**config.mk**
```make
export PLATFORM = sky130hd
export DESIGN_NAME = cbrmx_top
export DESIGN_NICKNAME = d
export VERILOG_FILES = /design/src/include/cbrmx_pkg.sv /design/src/hw/cbrmx_settle_timer.sv /design/src/hw/cbrmx_top.sv
export VERILOG_INCLUDE_DIRS = /design/src /design/src/include
export SDC_FILE = /design/constraint.sdc
export NUM_CORES = 1
export LEC_CHECK = 0
export BUFFER_PORTS_ARGS = -buffer_cell sky130_fd_sc_hd__buf_2
export CAP_MARGIN = 20
export CORE_MARGIN = 2
export CORE_UTILIZATION = 45
export CTS_CLUSTER_DIAMETER = 120
export DETAILED_ROUTE_END_ITERATION = 10
export GPL_TIMING_DRIVEN = 0
export PLACE_DENSITY = 0.79
export RECOVER_POWER = 100
export SKIP_LAST_GASP = 1
export SYNTH_ARGS = -nofsm -noshare
export SYNTH_HDL_FRONTEND = slang
export SYNTH_SLANG_ARGS = --single-unit
```
**constraint.sdc**
```tcl
create_clock -name REF_CLK -period 4.3 [get_ports REF_CLK]
set_clock_uncertainty 0.15 [all_clocks]
set_input_delay 0.215 -clock REF_CLK [delete_from_list [all_inputs] [get_ports REF_CLK]]
set_output_delay 0.215 -clock REF_CLK [all_outputs]
set_load 0.01 [all_outputs]
```
**src/include/cbrmx_map.svh**
```systemverilog
`ifndef CBRMX_MAP_SVH
`define CBRMX_MAP_SVH
// APB register byte offsets
`define CBRMX_CTRL_OFS 12'h000
`define CBRMX_STATUS_OFS 12'h004
`define CBRMX_EVENT_OFS 12'h008
`define CBRMX_IRQ_STAT_OFS 12'h00c
`define CBRMX_IRQ_MASK_OFS 12'h010
`define CBRMX_CFG_ID_OFS 12'h014
// Control fields
`define CBRMX_CTRL_BOOT_GATE 0
`define CBRMX_CTRL_BOOT_OK 1
`define CBRMX_CTRL_RESET 32'h0000_0000
// Event bits: orientation, display mode, high-speed link, usb3, connection
`define CBRMX_EV_ORIENT 0
`define CBRMX_EV_DISP 1
`define CBRMX_EV_HSLINK 2
`define CBRMX_EV_USB3 3
`define CBRMX_EV_CONN 4
`define CBRMX_EV_W 5
// Interrupt status bits
`define CBRMX_IRQ_LOAD_DONE 0
`define CBRMX_IRQ_RST_REL 1
`define CBRMX_IRQ_EV_CHG 2
`define CBRMX_IRQ_W 3
// Companion serial target address (7 bit)
`define CBRMX_SERIAL_ADDR 7'h38
// Supply settle time before reset release
`define CBRMX_SETTLE_US 100
`define CBRMX_CLK_MHZ 100
`define CBRMX_SETTLE_CYC (`CBRMX_SETTLE_US * `CBRMX_CLK_MHZ)
`endif

```
**src/include/cbrmx_pkg.sv**
```systemverilog
package cbrmx_pkg;
    typedef enum logic [1:0] {
        CBRMX_ST_LOAD,
        CBRMX_ST_WAIT_SUPPLY,
        CBRMX_ST_SETTLE,
        CBRMX_ST_RUN
    } cbrmx_state_t;
endpackage

```
**src/hw/cbrmx_settle_timer.sv**
```systemverilog
`timescale 1ns/10ps
`default_nettype none
`include "cbrmx_map.svh"
module cbrmx_settle_timer #(
    parameter int unsigned SETTLE_CYC = `CBRMX_SETTLE_CYC
) (
    // Clock and reset
    input wire logic clk,
    input wire logic rst_n,
    // Control
    input wire logic run,
    output logic done
);
    logic [15:0] cnt_r;
    logic [15:0] cnt_nxt;
    localparam logic [15:0] LAST = 16'(SETTLE_CYC - 1);

    assign done = run && (cnt_r == LAST);
    // Any dip of run restarts the full wait
    assign cnt_nxt = !run ? 16'h0000 : (done ? cnt_r : cnt_r + 16'h0001);

    always_ff @(posedge clk or negedge rst_n) begin
        if (!rst_n) begin
            cnt_r <= 16'h0000;
        end else begin
            cnt_r <= cnt_nxt;
        end
    end
endmodule
`default_nettype wire

```
**src/hw/cbrmx_top.sv**
```systemverilog
// Our own choices: the placing of the registers and register access over APB.
`timescale 1ns/10ps
`default_nettype none
`include "cbrmx_map.svh"
//////////////////////////////////////////////////////////////////////////////
// Contract
// - Own config load precedes companion flash access
// - Companion held in reset during load
// - First output dedicated to companion reset
// - Reset release ANDed with companion supply
// - Release at least 100 us after supply
// - Serial port answers at address 0x38
// - Connection raises companion interrupt line
// - Events drive sideband selects and enables
// - Events drive super-speed flip and controls
module cbrmx_top #(
    parameter int unsigned SETTLE_CYC = `CBRMX_SETTLE_CYC
) (
    // Clock and reset
    input wire logic REF_CLK,
    input wire logic COMPANION_RST_LINE,
    // APB slave
    input wire logic PSEL,
    input wire logic PENABLE,
    input wire logic PWRITE,
    input wire logic [11:0] PADDR,
    input wire logic [31:0] PWDATA,
    output logic [31:0] PRDATA,
    output logic PREADY,
    output logic PSLVERR,
    // Configuration load and flash arbitration
    input wire logic CONFIG_LOAD_DONE,
    output logic OWN_FLASH_GRANT,
    // Companion
    input wire logic COMPANION_SUPPLY_GOOD,
    output logic COMPANION_RST_LINE_N,
    output logic COMPANION_INT,
    output logic [6:0] COMPANION_SERIAL_ADDR,
    input wire logic [6:0] SERIAL_REQ_ADDR,
    output logic SERIAL_ADDR_ACK,
    // Port events
    input wire logic EV_ORIENT,
    input wire logic EV_DISP,
    input wire logic EV_HSLINK,
    input wire logic EV_USB3,
    input wire logic EV_CONN,
    // Sideband mux
    output logic SIDEBAND_SELECT_A,
    output logic SIDEBAND_SELECT_B,
    output logic SIDEBAND_INPUT_SELECT_A,
    output logic SIDEBAND_INPUT_SELECT_B,
    output logic AUX_PATH_ENABLE,
    output logic LOWSPEED_PATH_ENABLE,
    // Super-speed mux
    output logic SS_FLIP,
    output logic SS_USB3_SELECT,
    output logic SS_DISPLAY_SELECT,
    // Interrupt
    output logic IRQ
);
    //////////////////////////////////////////////////////////////////////////
    // Reset synchroniser
    logic rst_s1_r;
    logic rst_n;
    always_ff @(posedge REF_CLK or negedge COMPANION_RST_LINE) begin
        if (!COMPANION_RST_LINE) begin
            rst_s1_r <= 1'b0;
            rst_n <= 1'b0;
        end else begin
            rst_s1_r <= 1'b1;
            rst_n <= rst_s1_r;
        end
    end

    //////////////////////////////////////////////////////////////////////////
    // Registers
    logic [31:0] ctrl_r;
    logic [`CBRMX_IRQ_W-1:0] irq_stat_r;
    logic [`CBRMX_IRQ_W-1:0] irq_stat_nxt;
    logic [`CBRMX_IRQ_W-1:0] irq_mask_r;
    logic [`CBRMX_EV_W-1:0] ev_r;
    logic [`CBRMX_EV_W-1:0] ev_nxt;
    logic [31:0] prdata_nxt;
    cbrmx_pkg::cbrmx_state_t st_r;
    cbrmx_pkg::cbrmx_state_t st_nxt;

    wire apb_acc = PSEL && PENABLE;
    wire apb_wr = apb_acc && PWRITE;
    wire apb_rd = apb_acc && !PWRITE;
    wire hit_ctrl = PADDR == `CBRMX_CTRL_OFS;
    wire hit_status = PADDR == `CBRMX_STATUS_OFS;
    wire hit_event = PADDR == `CBRMX_EVENT_OFS;
    wire hit_istat = PADDR == `CBRMX_IRQ_STAT_OFS;
    wire hit_imask = PADDR == `CBRMX_IRQ_MASK_OFS;
    wire hit_cfg = PADDR == `CBRMX_CFG_ID_OFS;
    wire hit_any = hit_ctrl || hit_status || hit_event || hit_istat || hit_imask || hit_cfg;
    wire boot_gate = ctrl_r[`CBRMX_CTRL_BOOT_GATE];
    wire boot_ok = ctrl_r[`CBRMX_CTRL_BOOT_OK];

    // Zero wait states; unmapped address answers with error
    assign PREADY = 1'b1;
    assign PSLVERR = apb_acc && !hit_any;

    //////////////////////////////////////////////////////////////////////////
    // Reset sequencer
    logic settle_done;
    wire supply_ok = COMPANION_SUPPLY_GOOD;
    wire host_allow = !boot_gate || boot_ok;

    cbrmx_settle_timer #(
        .SETTLE_CYC(SETTLE_CYC)
    ) u_settle (
        .clk(REF_CLK),
        .rst_n(rst_n),
        .run(st_r == cbrmx_pkg::CBRMX_ST_SETTLE && supply_ok),
        .done(settle_done)
    );

    always_comb begin
        st_nxt = st_r;
        case (st_r)
            cbrmx_pkg::CBRMX_ST_LOAD: begin
                if (CONFIG_LOAD_DONE) begin
                    st_nxt = cbrmx_pkg::CBRMX_ST_WAIT_SUPPLY;
                end
            end
            cbrmx_pkg::CBRMX_ST_WAIT_SUPPLY: begin
                if (supply_ok && host_allow) begin
                    st_nxt = cbrmx_pkg::CBRMX_ST_SETTLE;
                end
            end
            cbrmx_pkg::CBRMX_ST_SETTLE: begin
                // Supply loss restarts the settle wait
                if (!supply_ok || !host_allow) begin
                    st_nxt = cbrmx_pkg::CBRMX_ST_WAIT_SUPPLY;
                end else if (settle_done) begin
                    st_nxt = cbrmx_pkg::CBRMX_ST_RUN;
                end
            end
            cbrmx_pkg::CBRMX_ST_RUN: begin
                if (!supply_ok || !host_allow) begin
                    st_nxt = cbrmx_pkg::CBRMX_ST_WAIT_SUPPLY;
                end
            end
            default: st_nxt = cbrmx_pkg::CBRMX_ST_LOAD;
        endcase
    end

    // Gated by live supply so a brown-out asserts reset at once
    logic rst_rel_r;
    wire rst_rel_nxt = (st_nxt == cbrmx_pkg::CBRMX_ST_RUN) && supply_ok;

    always_ff @(posedge REF_CLK or negedge rst_n) begin
        if (!rst_n) begin
            st_r <= cbrmx_pkg::CBRMX_ST_LOAD;
            rst_rel_r <= 1'b0;
        end else begin
            st_r <= st_nxt;
            rst_rel_r <= rst_rel_nxt;
        end
    end

    assign COMPANION_RST_LINE_N = rst_rel_r && supply_ok;
    assign OWN_FLASH_GRANT = st_r == cbrmx_pkg::CBRMX_ST_LOAD;

    //////////////////////////////////////////////////////////////////////////
    // Companion serial port and event muxes
    assign COMPANION_SERIAL_ADDR = `CBRMX_SERIAL_ADDR;
    assign SERIAL_ADDR_ACK = SERIAL_REQ_ADDR == `CBRMX_SERIAL_ADDR;
    assign SIDEBAND_INPUT_SELECT_A = 1'b1;
    assign SIDEBAND_INPUT_SELECT_B = 1'b0;

    assign ev_nxt = {EV_CONN, EV_USB3, EV_HSLINK, EV_DISP, EV_ORIENT};

    always_ff @(posedge REF_CLK or negedge rst_n) begin
        if (!rst_n) begin
            ev_r <= '0;
        end else begin
            ev_r <= ev_nxt;
        end
    end

    assign SIDEBAND_SELECT_A = ev_r[`CBRMX_EV_ORIENT];
    assign SIDEBAND_SELECT_B = ev_r[`CBRMX_EV_ORIENT];
    assign AUX_PATH_ENABLE = ev_r[`CBRMX_EV_DISP];
    assign LOWSPEED_PATH_ENABLE = ev_r[`CBRMX_EV_HSLINK];
    assign SS_FLIP = ev_r[`CBRMX_EV_ORIENT];
    assign SS_USB3_SELECT = ev_r[`CBRMX_EV_USB3];
    assign SS_DISPLAY_SELECT = ev_r[`CBRMX_EV_DISP];
    assign COMPANION_INT = ev_r[`CBRMX_EV_CONN];

    //////////////////////////////////////////////////////////////////////////
    // Interrupt status; set wins over read-clear
    logic load_done_d_r;
    logic [`CBRMX_IRQ_W-1:0] irq_set;
    wire load_rise = CONFIG_LOAD_DONE && !load_done_d_r && st_r == cbrmx_pkg::CBRMX_ST_LOAD;
    wire rel_rise = rst_rel_nxt && !rst_rel_r;
    wire ev_chg = ev_nxt != ev_r;
    assign irq_set = {ev_chg, rel_rise, load_rise};
    // Clear only what the read returned; a bit set after the setup edge must survive
    wire [`CBRMX_IRQ_W-1:0] istat_clr = (apb_rd && hit_istat) ? PRDATA[`CBRMX_IRQ_W-1:0] : '0;
    assign irq_stat_nxt = (irq_stat_r & ~istat_clr) | irq_set;
    assign IRQ = |(irq_stat_r & irq_mask_r);

    always_comb begin
        prdata_nxt = 32'h0000_0000;
        if (hit_ctrl) prdata_nxt = ctrl_r;
        if (hit_status) prdata_nxt = {27'h0, supply_ok, COMPANION_RST_LINE_N, st_r, CONFIG_LOAD_DONE};
        if (hit_event) prdata_nxt = {27'h0, ev_r};
        if (hit_istat) prdata_nxt = {29'h0, irq_stat_r};
        if (hit_imask) prdata_nxt = {29'h0, irq_mask_r};
        if (hit_cfg) prdata_nxt = {25'h0, `CBRMX_SERIAL_ADDR};
    end

    always_ff @(posedge REF_CLK or negedge rst_n) begin
        if (!rst_n) begin
            ctrl_r <= `CBRMX_CTRL_RESET;
            irq_mask_r <= '0;
            irq_stat_r <= '0;
            load_done_d_r <= 1'b0;
            PRDATA <= 32'h0000_0000;
        end else begin
            if (apb_wr && hit_ctrl) ctrl_r <= {30'h0, PWDATA[1:0]};
            if (apb_wr && hit_imask) irq_mask_r <= PWDATA[`CBRMX_IRQ_W-1:0];
            irq_stat_r <= irq_stat_nxt;
            load_done_d_r <= CONFIG_LOAD_DONE;
            if (PSEL && !PENABLE && !PWRITE) PRDATA <= prdata_nxt;
        end
    end

    //////////////////////////////////////////////////////////////////////////
    // Assertions
    a_hold_in_load: assert property (@(posedge REF_CLK) disable iff (!rst_n)
        st_r == cbrmx_pkg::CBRMX_ST_LOAD |-> !COMPANION_RST_LINE_N)
        else $error("companion released during load");
    a_supply_gate: assert property (@(posedge REF_CLK) disable iff (!rst_n)
        !COMPANION_SUPPLY_GOOD |-> !COMPANION_RST_LINE_N)
        else $error("companion released without supply");
    a_settle_wait: assert property (@(posedge REF_CLK) disable iff (!rst_n)
        $rose(COMPANION_RST_LINE_N) |-> $past(supply_ok, 2) && $past(st_r) == cbrmx_pkg::CBRMX_ST_SETTLE)
        else $error("release without settle");
    a_serial_ack: assert property (@(posedge REF_CLK) disable iff (!rst_n)
        SERIAL_ADDR_ACK == (SERIAL_REQ_ADDR == 7'h38))
        else $error("serial address ack wrong");
    a_conn_int: assert property (@(posedge REF_CLK) disable iff (!rst_n)
        EV_CONN |=> COMPANION_INT)
        else $error("connection did not raise interrupt");
    a_sb_orient: assert property (@(posedge REF_CLK) disable iff (!rst_n)
        1'b1 |=> SIDEBAND_SELECT_A == $past(EV_ORIENT) && SIDEBAND_SELECT_B == $past(EV_ORIENT))
        else $error("sideband select mismatch");
    a_ss_ctrl: assert property (@(posedge REF_CLK) disable iff (!rst_n)
        1'b1 |=> SS_USB3_SELECT == $past(EV_USB3) && SS_DISPLAY_SELECT == $past(EV_DISP))
        else $error("super-speed control mismatch");
    a_boot_gate: assert property (@(posedge REF_CLK) disable iff (!rst_n)
        boot_gate && !boot_ok |-> ##1 !COMPANION_RST_LINE_N)
        else $error("release before boot ok");
    a_load_first: assert property (@(posedge REF_CLK) disable iff (!rst_n)
        COMPANION_RST_LINE_N |-> !OWN_FLASH_GRANT)
        else $error("flash shared with companion");
    c_release: cover property (@(posedge REF_CLK) disable iff (!rst_n) $rose(COMPANION_RST_LINE_N));
    c_brownout: cover property (@(posedge REF_CLK) disable iff (!rst_n) $fell(COMPANION_RST_LINE_N));
    c_irq: cover property (@(posedge REF_CLK) disable iff (!rst_n) $rose(IRQ));
endmodule
`default_nettype wire

```
==> flow_summary.json, run 1 <==
{
  "outcome": "complete, but fails checks",
  "violations": "capacitance limit, slew limit",
  "synth_area_um2": 2400,
  "drtPass1Iterations": 5,
  "drc_errors": 0,
  "port_buffers": 52,
  "rsz0062_at_grt": "no",
  "post-route-period-util": 0.448,
  "syn-mean-instance-area_um2": 9.67,
  "synth_top_family_by_area": "simple AND/OR/NAND/NOR gates",
  "cts_buffers": 5,
  "numClockSinks": 41,
  "layout_common_cells": "dfrtp_1 (41), buf_4 (37), conb_1 (37)",
  "cp-end-kind": "register",
  "holdBufCountCts": 8,
  "crit_required_ns": 4.37,
  "finalWorstSetupSlack_ns": 2.37,
  "cts-resized-gates": 0,
  "ant_nets": 0,
  "cts_max_level": 2,
  "hold_end": "ctrl_r[1]$_DFFE_PN0P_",
  "vias_per_cell": 4.85,
  "fin_cells": 421,
  "row_count": 26,
  "max_freq_mhz": 519,
  "num_antenna_cells": 0,
  "fin_util": 0.586,
  "dp_cells": 405,
  "synthMuxAreaShare": 0.0433,
  "insertion_delay_ns": 0.30,
  "hp-start": "PWDATA[1]",
  "grt_pass1_vias": 1957,
  "hold_class": "primary input to register",
  "report.power.total_mw": 0.840,
  "pre_cts_slack_ns": 2.44,
  "finalMaxSlewViolations": 40,
  "finalCriticalPeriod_ns": 1.93,
  "wirelength_mm": 5.28,
  "drive_gt1_frac": 0.245,
  "die_y_um": 77.0,
  "drv_cap": 1,
  "clockBufferDepth": 2,
  "setup_tns_ns": 0,
  "dpl_cell_area_um2": 2880,
  "synth_top_area_frac": 0.428,
  "via_count": 2042,
  "grt_use_total": 0.180,
  "ys_seq_area_frac": 0.428,
  "drtIter0Drc": 90,
  "path_max_fanout": 7,
  "synthSimpleGateAreaFrac": 0.223,
  "syn_inst": 248,
  "place.gp.congestion": 0.878,
  "mostFrequentLayoutCell": "dfrtp_1",
  "start_util": 0.467,
  "yosysUniqueCellTypes": 48,
  "p_per_area_nw_per_um2": 279,
  "tritoncts": "done",
  "synth-compound-area-share": 0.0981,
  "synthAdderAreaFrac": 0.00522,
  "antenna_found_initial": 0,
  "cts_setup_buffers": 0,
  "yosysTopAreaCell": "dfrtp_1",
  "path_clk_slew_ns": 0.08,
  "area_growth_pct": 25.7,
  "design_area_um2": 3010,
  "hold_depth": 2,
  "r2r-start": "u_settle.cnt_r[2]$_DFFE_PN0P_",
  "rr_worst_depth": 5,
  "cp.arrival_ns": 2.00,
  "setup_viol": 0,
  "slew_headroom": -0.0118,
  "reg2reg_to": "u_settle.cnt_r[15]$_DFFE_PN0P_",
  "reg2reg_setup_slack_ns": 2.37,
  "ir_drop_v": 0.000207,
  "ios": 118,
  "wire_per_inst_um": 12.5,
  "tightest_slew_ns": 1.52,
  "leakage_nw": 1.44,
  "core_area_um2": 5140,
  "crit_type": "register to register",
  "hold_viol": 0,
  "hold_slack_ns": 0.0171,
  "clockRootBuffer": "clkbuf_8",
  "synth_xor_xnor_area_share": 0.0511,
  "synth.ff_latch_count": 41,
  "yosys_warnings": 0,
  "critPathLaunchType": "register",
  "die_x_um": 77.0,
  "hpwl_mm": 3.95,
  "grt_pass1_wl_mm": 8.56,
  "overflow": 0,
  "synth.area.top_cells": "dfrtp_1 (43%), buf_4 (13%), nor2_1 (3.3%)",
  "grt_max_degree": 40,
  "fin_nets": 414,
  "fp.dieArea_um2": 5930
}
==> critical path, cell delays in order (launching register included) <==
cell      delay (ns)
dfrtp_1         0.43
and4_1          0.21
clkbuf_1        0.24
nand3_1         0.18
or4_1           0.49
a21oi_1         0.15
==> cells by family (layout without fill, tap and decap cells) <==
family	Yosys count	after routing
and+or+nand+nor	89	89
xor gates and xnor gates	14	14
AOI/OAI and AO/OA	38	38
other	2	37
DFF	41	41
adders and majority gates	1	1
buffers and inverters	54	122
muxes	9	9
==> area by class of cell <==
type	count	area, um2
Inverter	8	30.0
Multi-Input combinational cell	188	1120
Fill cell	504	2130
Buffer	46	324
Clock inverter	3	46.3
Tap cell	70	87.6
Clock buffer	5	68.8
Sequential cell	41	1030
Timing Repair Buffer	60	312
==> power by group <==
group | internal (mW) | switching (mW) | total [mW] | leakage, nW
clock | 0.174 | 0.139 | 0.312 | 0.0543
combinational | 0.0574 | 0.0590 | 0.116 | 0.851
sequential | 0.395 | 0.0166 | 0.411 | 0.534
total | 0.626 | 0.214 | 0.840 | 1.44
==> flip-flops by register name, indices dropped and copies added, names as in the netlist <==
name / count
st_r: 2
rst_s1_r: 1
ctrl_r: 2
irq_mask_r: 3
rst_n: 1
ev_r: 5
PRDATA: 6
irq_stat_r: 3
rst_rel_r: 1
load_done_d_r: 1
u_settle.cnt_r: 16
==> worst max path at each step <==
stage,from,to
6_report,u_settle.cnt_r[2]$_DFFE_PN0P_,u_settle.cnt_r[15]$_DFFE_PN0P_
5_1_grt,u_settle.cnt_r[2]$_DFFE_PN0P_,u_settle.cnt_r[15]$_DFFE_PN0P_
4_1_cts,u_settle.cnt_r[0]$_DFFE_PN0P_,u_settle.cnt_r[2]$_DFFE_PN0P_
3_5_place_dp,PADDR[6],ctrl_r[1]$_DFFE_PN0P_
3_3_place_gp,PADDR[6],ctrl_r[1]$_DFFE_PN0P_
2_1_floorplan,u_settle.cnt_r[0]$_DFFE_PN0P_,u_settle.cnt_r[15]$_DFFE_PN0P_
==> cells in the mapped netlist (all sizes together) <==
master and number:
buf 42, dfrtp 41, nor2 21, a21oi 14, nand2 12, nand4 11, o21ai 9, xor2 9
inv 8, and3 6, nand3 6, nor3 6, mux2 5, xnor2 5, clkbuf 4, mux2i 4
nand3b 4, nor4 4, o31ai 3, o41ai 3, or3 3, a21o 2, and4 2, and4b 2
conb 2, nand2b 2, nor4b 2, nor4bb 2, o21bai 2, a211oi 1, a222oi 1, a22o 1
a31oi 1, and2 1, ha 1, nand4b 1, nor2b 1, nor3b 1, o2111ai 1, or3b 1
or4 1
==> routing by layer <==
metal,share of wire,vias up,global-route usage
met3,0.069,8,0.0506
met5,0,-,0
met4,0.012,0,0.0589
met1,0.41,960,0.205
li1,-,1005,-
met2,0.51,69,0.325
No activity file was read; power rests on OpenSTA's default activity.
==> run 2: changes to the inputs <==
--- a/config.mk
+++ b/config.mk
@@ -9,11 +9,11 @@
 export BUFFER_PORTS_ARGS = -buffer_cell sky130_fd_sc_hd__buf_2
 export CAP_MARGIN = 20
 export CORE_MARGIN = 2
-export CORE_UTILIZATION = 45
+export CORE_UTILIZATION = 42
 export CTS_CLUSTER_DIAMETER = 120
 export DETAILED_ROUTE_END_ITERATION = 10
 export GPL_TIMING_DRIVEN = 0
-export PLACE_DENSITY = 0.79
+export PLACE_DENSITY = 0.77
 export RECOVER_POWER = 100
 export SKIP_LAST_GASP = 1
 export SYNTH_ARGS = -nofsm -noshare
==> constraint.sdc (replaced) <==
create_clock -name REF_CLK -period 1.6 [get_ports REF_CLK]
set_clock_uncertainty 0.15 [all_clocks]
set_input_delay 0.08 -clock REF_CLK [delete_from_list [all_inputs] [get_ports REF_CLK]]
set_output_delay 0.08 -clock REF_CLK [all_outputs]
set_load 0.01 [all_outputs]
==> flow_summary.json, run 2 (synthesis gave the netlist of run 1 again) <==
{
  "setup_viol": 6,
  "grt_pass1_vias": 1892,
  "antenna_found_initial": 0,
  "hold_viol": 1,
  "area_growth_pct": 38.0,
  "cp-end-kind": "register",
  "regMostFlops": "u_settle.cnt_r",
  "mostFrequentLayoutCell": "buf_4",
  "row_count": 27,
  "finalCriticalPeriod_ns": 1.69,
  "slew_headroom": 0.438,
  "crit_type": "register to register",
  "dpl_cell_area_um2": 2890,
  "num_antenna_cells": 0,
  "post-route-period-util": 1.06,
  "clockRootBuffer": "clkbuf_8",
  "pwr-share-seq": 0.476,
  "die_y_um": 79.6,
  "cp.arrival_ns": 1.74,
  "grt_max_degree": 40,
  "path_clk_slew_ns": 0.09,
  "outcome": "complete, but fails checks",
  "insertion_delay_ns": 0.30,
  "pre_cts_slack_ns": -0.198,
  "hold_slack_ns": -0.000220,
  "critPathLaunchType": "register",
  "clockBufferDepth": 2,
  "cp-endpoint": "irq_stat_r[1]$_DFF_PN0_",
  "place.gp.congestion": 0.888,
  "drive_gt1_frac": 0.338,
  "tightest_slew_ns": 0.843,
  "start_util": 0.436,
  "drtPass1Iterations": 5,
  "wire_per_inst_um": 12.5,
  "fin_nets": 433,
  "drv_cap": 0,
  "layout_common_cells": "buf_4 (50), conb_1 (37), dfrtp_1 (35)",
  "ir_drop_v": 0.000463,
  "rr_worst_depth": 4,
  "cts_max_level": 2,
  "crit_required_ns": 1.65,
  "violations": "hold timing, setup timing",
  "switchingPower_mw": 0.594,
  "wirelength_mm": 5.52,
  "path_max_fanout": 4,
  "clock_power_share": 0.383,
  "cts_buffers": 5,
  "max_freq_mhz": 592,
  "grt_use_total": 0.173,
  "ios": 118,
  "p_per_area_nw_per_um2": 703,
  "startpoint": "u_settle.cnt_r[7]$_DFFE_PN0P_",
  "finalMaxSlewViolations": 0,
  "fp.dieArea_um2": 6330,
  "combPwrFrac": 0.141,
  "numClockSinks": 41,
  "leakage_nw": 1.56,
  "report.power.total_mw": 2.33,
  "port_buffers": 52,
  "dp_cells": 407,
  "reg2reg_setup_slack_ns": -0.09,
  "swShare": 0.255,
  "setup_tns_ns": -0.298,
  "drtIter0Drc": 125,
  "tritoncts": "done",
  "core_area_um2": 5510,
  "overflow": 0,
  "design_area_um2": 3310,
  "vias_per_cell": 4.81,
  "hold_class": "primary input to register",
  "ant_nets": 0,
  "via_count": 2127,
  "largest_reg_flops": 16,
  "hpwl_mm": 3.78,
  "internal_power_mw": 1.73,
  "r2r-start": "u_settle.cnt_r[7]$_DFFE_PN0P_",
  "finalWorstSetupSlack_ns": -0.0906,
  "die_x_um": 79.6,
  "rsz0062_at_grt": "yes",
  "reg2reg_to": "irq_stat_r[1]$_DFF_PN0_",
  "grt_pass1_wl_mm": 8.67,
  "drc_errors": 0,
  "fin_cells": 442,
  "top_regs": "u_settle.cnt_r: 16 flops, PRDATA: 6 flops, ev_r: 5 flops"
}
run 2: worst min-delay path by stage:
| stage | start | endpoint | slack, ns | depth (start not counted) |
|---|---|---|---|---|
| finish | PADDR[8] | PRDATA[1]$_DFFE_PN0P_ | -0.0002 | 4 |
| CTS | PADDR[8] | PRDATA[1]$_DFFE_PN0P_ | -0.01 | 4 |
| global placement | COMPANION_RST_LINE | rst_s1_r$_DFF_PN0_ | -0.28 | 1 |
| global route | PADDR[8] | PRDATA[0]$_DFFE_PN0P_ | 0.04 | 4 |
| detailed placement | COMPANION_RST_LINE | rst_s1_r$_DFF_PN0_ | -0.28 | 1 |
| floorplan | COMPANION_RST_LINE | rst_n$_DFF_PN0_ | -0.37 | 0 |
run 2: repair_timing:
item	4_1_cts	5_1_grt
hold endpoints to repair	18	0
setup endpoints to repair	9	20
pin swaps	2	11
hold buffers	13	0
resized for setup	8	17
setup buffers	7	7
run 2: power groups by stage:
stage | Sequential, mW | Clock (mW) | Combinational (mW)
after floorplan | 1.12 | 0 | 0.205
after global placement | 1.13 | 0 | 0.297
after detailed placement | 1.13 | 0 | 0.303
after CTS | 1.11 | 0.899 | 0.331
after global routing | 1.12 | 0.939 | 0.361
final | 1.11 | 0.892 | 0.328
run 2: area by class of cell:
class | instances | area [um2]
plain buffers | 46 | 335
inverters | 8 | 30.0
clock buffers | 6 | 82.6
fillers | 476 | 2200
flip-flops and latches | 41 | 1030
repair buffers | 79 | 467
well taps | 72 | 90.1
clock inverters | 2 | 37.5
multi-input cells | 188 | 1230
run 2: critical path, cell delays in order, from the launching register on:
cell and delay, ns:
dfrtp_1 0.44, nor4b_2 0.35, and4_4 0.27, nor2_1 0.05, o41ai_1 0.33
run 2: through the flow:
stage               utilization  hold slack (ns)
CTS                       0.588          -0.0128
floorplan                     -           -0.366
global route              0.601           0.0405
global placement          0.524           -0.284
detailed placement        0.524           -0.284
finish                    0.601        -0.000220
run 2: layer usage:
metal  share of wire  wire length (um)  track usage  vias to the layer above
li1                -                 -            -                     1049
met1            0.41              2240        0.212                      990
met2            0.52              2850        0.307                       84
met3           0.073               403       0.0305                        4
met4          0.0056                31       0.0517                        0
met5               0                 0            0                        -
==> run 3: changes to the inputs <==
--- a/config.mk
+++ b/config.mk
@@ -14,7 +14,6 @@
 export DETAILED_ROUTE_END_ITERATION = 10
 export GPL_TIMING_DRIVEN = 0
 export PLACE_DENSITY = 0.77
-export RECOVER_POWER = 100
 export SKIP_LAST_GASP = 1
 export SYNTH_ARGS = -nofsm -noshare
 export SYNTH_HDL_FRONTEND = slang
==> flow_summary.json, run 3 (synthesis gave the netlist of run 1 again) <==
{
  "reg2reg_to": "u_settle.cnt_r[15]$_DFFE_PN0P_",
  "overflow": 0,
  "drv_cap": 0,
  "cts_max_level": 2,
  "drc_errors": 0,
  "hold_depth": 4,
  "fp.dieArea_um2": 6330,
  "cp_slowest_cell": "or4_4",
  "crit_required_ns": 1.67,
  "row_count": 27,
  "path_buf_inv": 1,
  "rr_worst_depth": 5,
  "setup_viol": 6,
  "switchingPower_mw": 0.597,
  "leakage_nw": 1.65,
  "drtIter0Drc": 104,
  "internal_power_mw": 1.74,
  "regMostFlops": "u_settle.cnt_r",
  "crit_type": "register to register",
  "pwr-share-seq": 0.473,
  "cts_buffers": 5,
  "hold_end": "PRDATA[1]$_DFFE_PN0P_",
  "slew_headroom": 0.437,
  "hold_slack_ns": 0.00184,
  "top_regs": "u_settle.cnt_r: 16 flops, PRDATA: 6 flops, ev_r: 5 flops",
  "critPathLaunchType": "register",
  "tritoncts": "done",
  "numClockSinks": 41,
  "combPwrFrac": 0.145,
  "insertion_delay_ns": 0.30,
  "antenna_found_initial": 0,
  "max_stage_delay_ns": 0.49,
  "reg2reg_setup_slack_ns": -0.09,
  "port_buffers": 52,
  "place.gp.congestion": 0.888,
  "wire_per_inst_um": 12.5,
  "violations": "setup timing",
  "clockRootBuffer": "clkbuf_8",
  "grt_pass1_vias": 1892,
  "core_area_um2": 5510,
  "cpLargestDelayFamily": "simple AND/OR/NAND/NOR gates",
  "cp.arrival_ns": 1.76,
  "grt_max_degree": 40,
  "ir_drop_v": 0.000464,
  "tightest_slew_ns": 0.845,
  "finalMaxSlewViolations": 0,
  "path_max_fanout": 4,
  "grt_use_total": 0.173,
  "finalCriticalPeriod_ns": 1.69,
  "setup_tns_ns": -0.274,
  "ios": 118,
  "outcome": "complete, but fails checks",
  "hold_class": "primary input to register",
  "clockBufferDepth": 2,
  "hpwl_mm": 3.78,
  "drtPass1Iterations": 5,
  "die_x_um": 79.6,
  "startpoint": "u_settle.cnt_r[0]$_DFFE_PN0P_",
  "cp-end-kind": "register",
  "hp-start": "PADDR[8]",
  "largest_reg_flops": 16,
  "vias_per_cell": 4.82,
  "post-route-period-util": 1.05,
  "max_freq_mhz": 593,
  "num_antenna_cells": 0,
  "die_y_um": 79.6,
  "layout_common_cells": "buf_2 (53), buf_4 (53), conb_1 (37)",
  "rsz0062_at_grt": "yes",
  "finalWorstSetupSlack_ns": -0.0865,
  "wirelength_mm": 5.53,
  "via_count": 2132,
  "fin_nets": 433,
  "path_cells": "and4_1 -> buf_6 -> nand3_4 -> or4_4 -> a21oi_2",
  "hold_viol": 0,
  "drive_gt1_frac": 0.400,
  "ant_nets": 0,
  "path_clk_slew_ns": 0.09,
  "area_growth_pct": 39.8,
  "r2r-start": "u_settle.cnt_r[0]$_DFFE_PN0P_",
  "clock_power_share": 0.382,
  "p_per_area_nw_per_um2": 698,
  "report.power.total_mw": 2.34,
  "swShare": 0.255,
  "start_util": 0.436,
  "grt_pass1_wl_mm": 8.67
}
==> run 3: changes by cell type in the layout (fill, tap and decap cells not counted), sizes merged <==
cell / previous run / this run
clkbuf: 37 / 10
buf: 81 / 108
==> run 3: repair_timing <==
| item | CTS | global route |
|---|---|---|
| setup endpoints to repair | 9 | 20 |
| hold buffers | 13 | 0 |
| buffers inserted | 7 | 7 |
| resized for setup | 8 | 17 |
| endpoints found under the hold margin | 18 | 0 |
| cloned | 0 | 0 |
| pin swaps | 2 | 11 |
==> run 3: through the flow <==
stage	std cells	cell area (um2)	setup WS, ns	util
2_1_floorplan	283	2540	0.00961	-
3_3_place_gp	407	2890	-0.193	0.524
3_5_place_dp	407	2890	-0.198	0.524
4_1_cts	435	3240	-0.0613	0.588
5_1_grt	442	3350	-0.125	0.609
6_report	442	3350	-0.0865	0.609
==> run 3: power by group through the flow <==
stage	Sequential, mW	Clock, mW	Combinational (mW)
floorplan	1.12	0	0.205
global placement	1.13	0	0.297
detailed placement	1.13	0	0.303
CTS	1.11	0.899	0.331
global route	1.12	0.939	0.372
finish	1.11	0.893	0.339
==> run 3: layer usage <==
metal	vias to the layer above	wire length (um)	track usage	share of wire
li1	1047	-	-	-
met4	0	49	0.0517	0.0089
met5	-	0	0	0
met2	96	2860	0.307	0.52
met1	981	2210	0.212	0.40
met3	8	418	0.0305	0.076
==> run 3: worst max path at each step <==
stage          slack (ns)                             end  cells past startpoint
2_1_floorplan        0.01  u_settle.cnt_r[15]$_DFFE_PN0P_                      5
3_3_place_gp        -0.19           PRDATA[5]$_DFFE_PN0P_                      0
3_5_place_dp        -0.20   u_settle.cnt_r[2]$_DFFE_PN0P_                      5
4_1_cts             -0.06  u_settle.cnt_r[14]$_DFFE_PN0P_                      5
5_1_grt             -0.12  u_settle.cnt_r[15]$_DFFE_PN0P_                      6
6_report            -0.09  u_settle.cnt_r[15]$_DFFE_PN0P_                      5
==> run 3: area by class of cell <==
cell class | instances | area [um2]
buffer | 46 | 335
clock buffer | 6 | 82.6
clock inverter | 2 | 37.5
fill | 459 | 2150
inverter | 8 | 30.0
multi-input combinational | 188 | 1250
sequential | 41 | 1030
tap | 72 | 90.1
timing repair buffer | 79 | 495
==> run 3: worst register-to-register path: stages, from the launching register on <==
cell and delay [ns]:
dfrtp_1 0.42, and4_1 0.24, buf_6 0.11, nand3_4 0.08, or4_4 0.49, a21oi_2 0.12
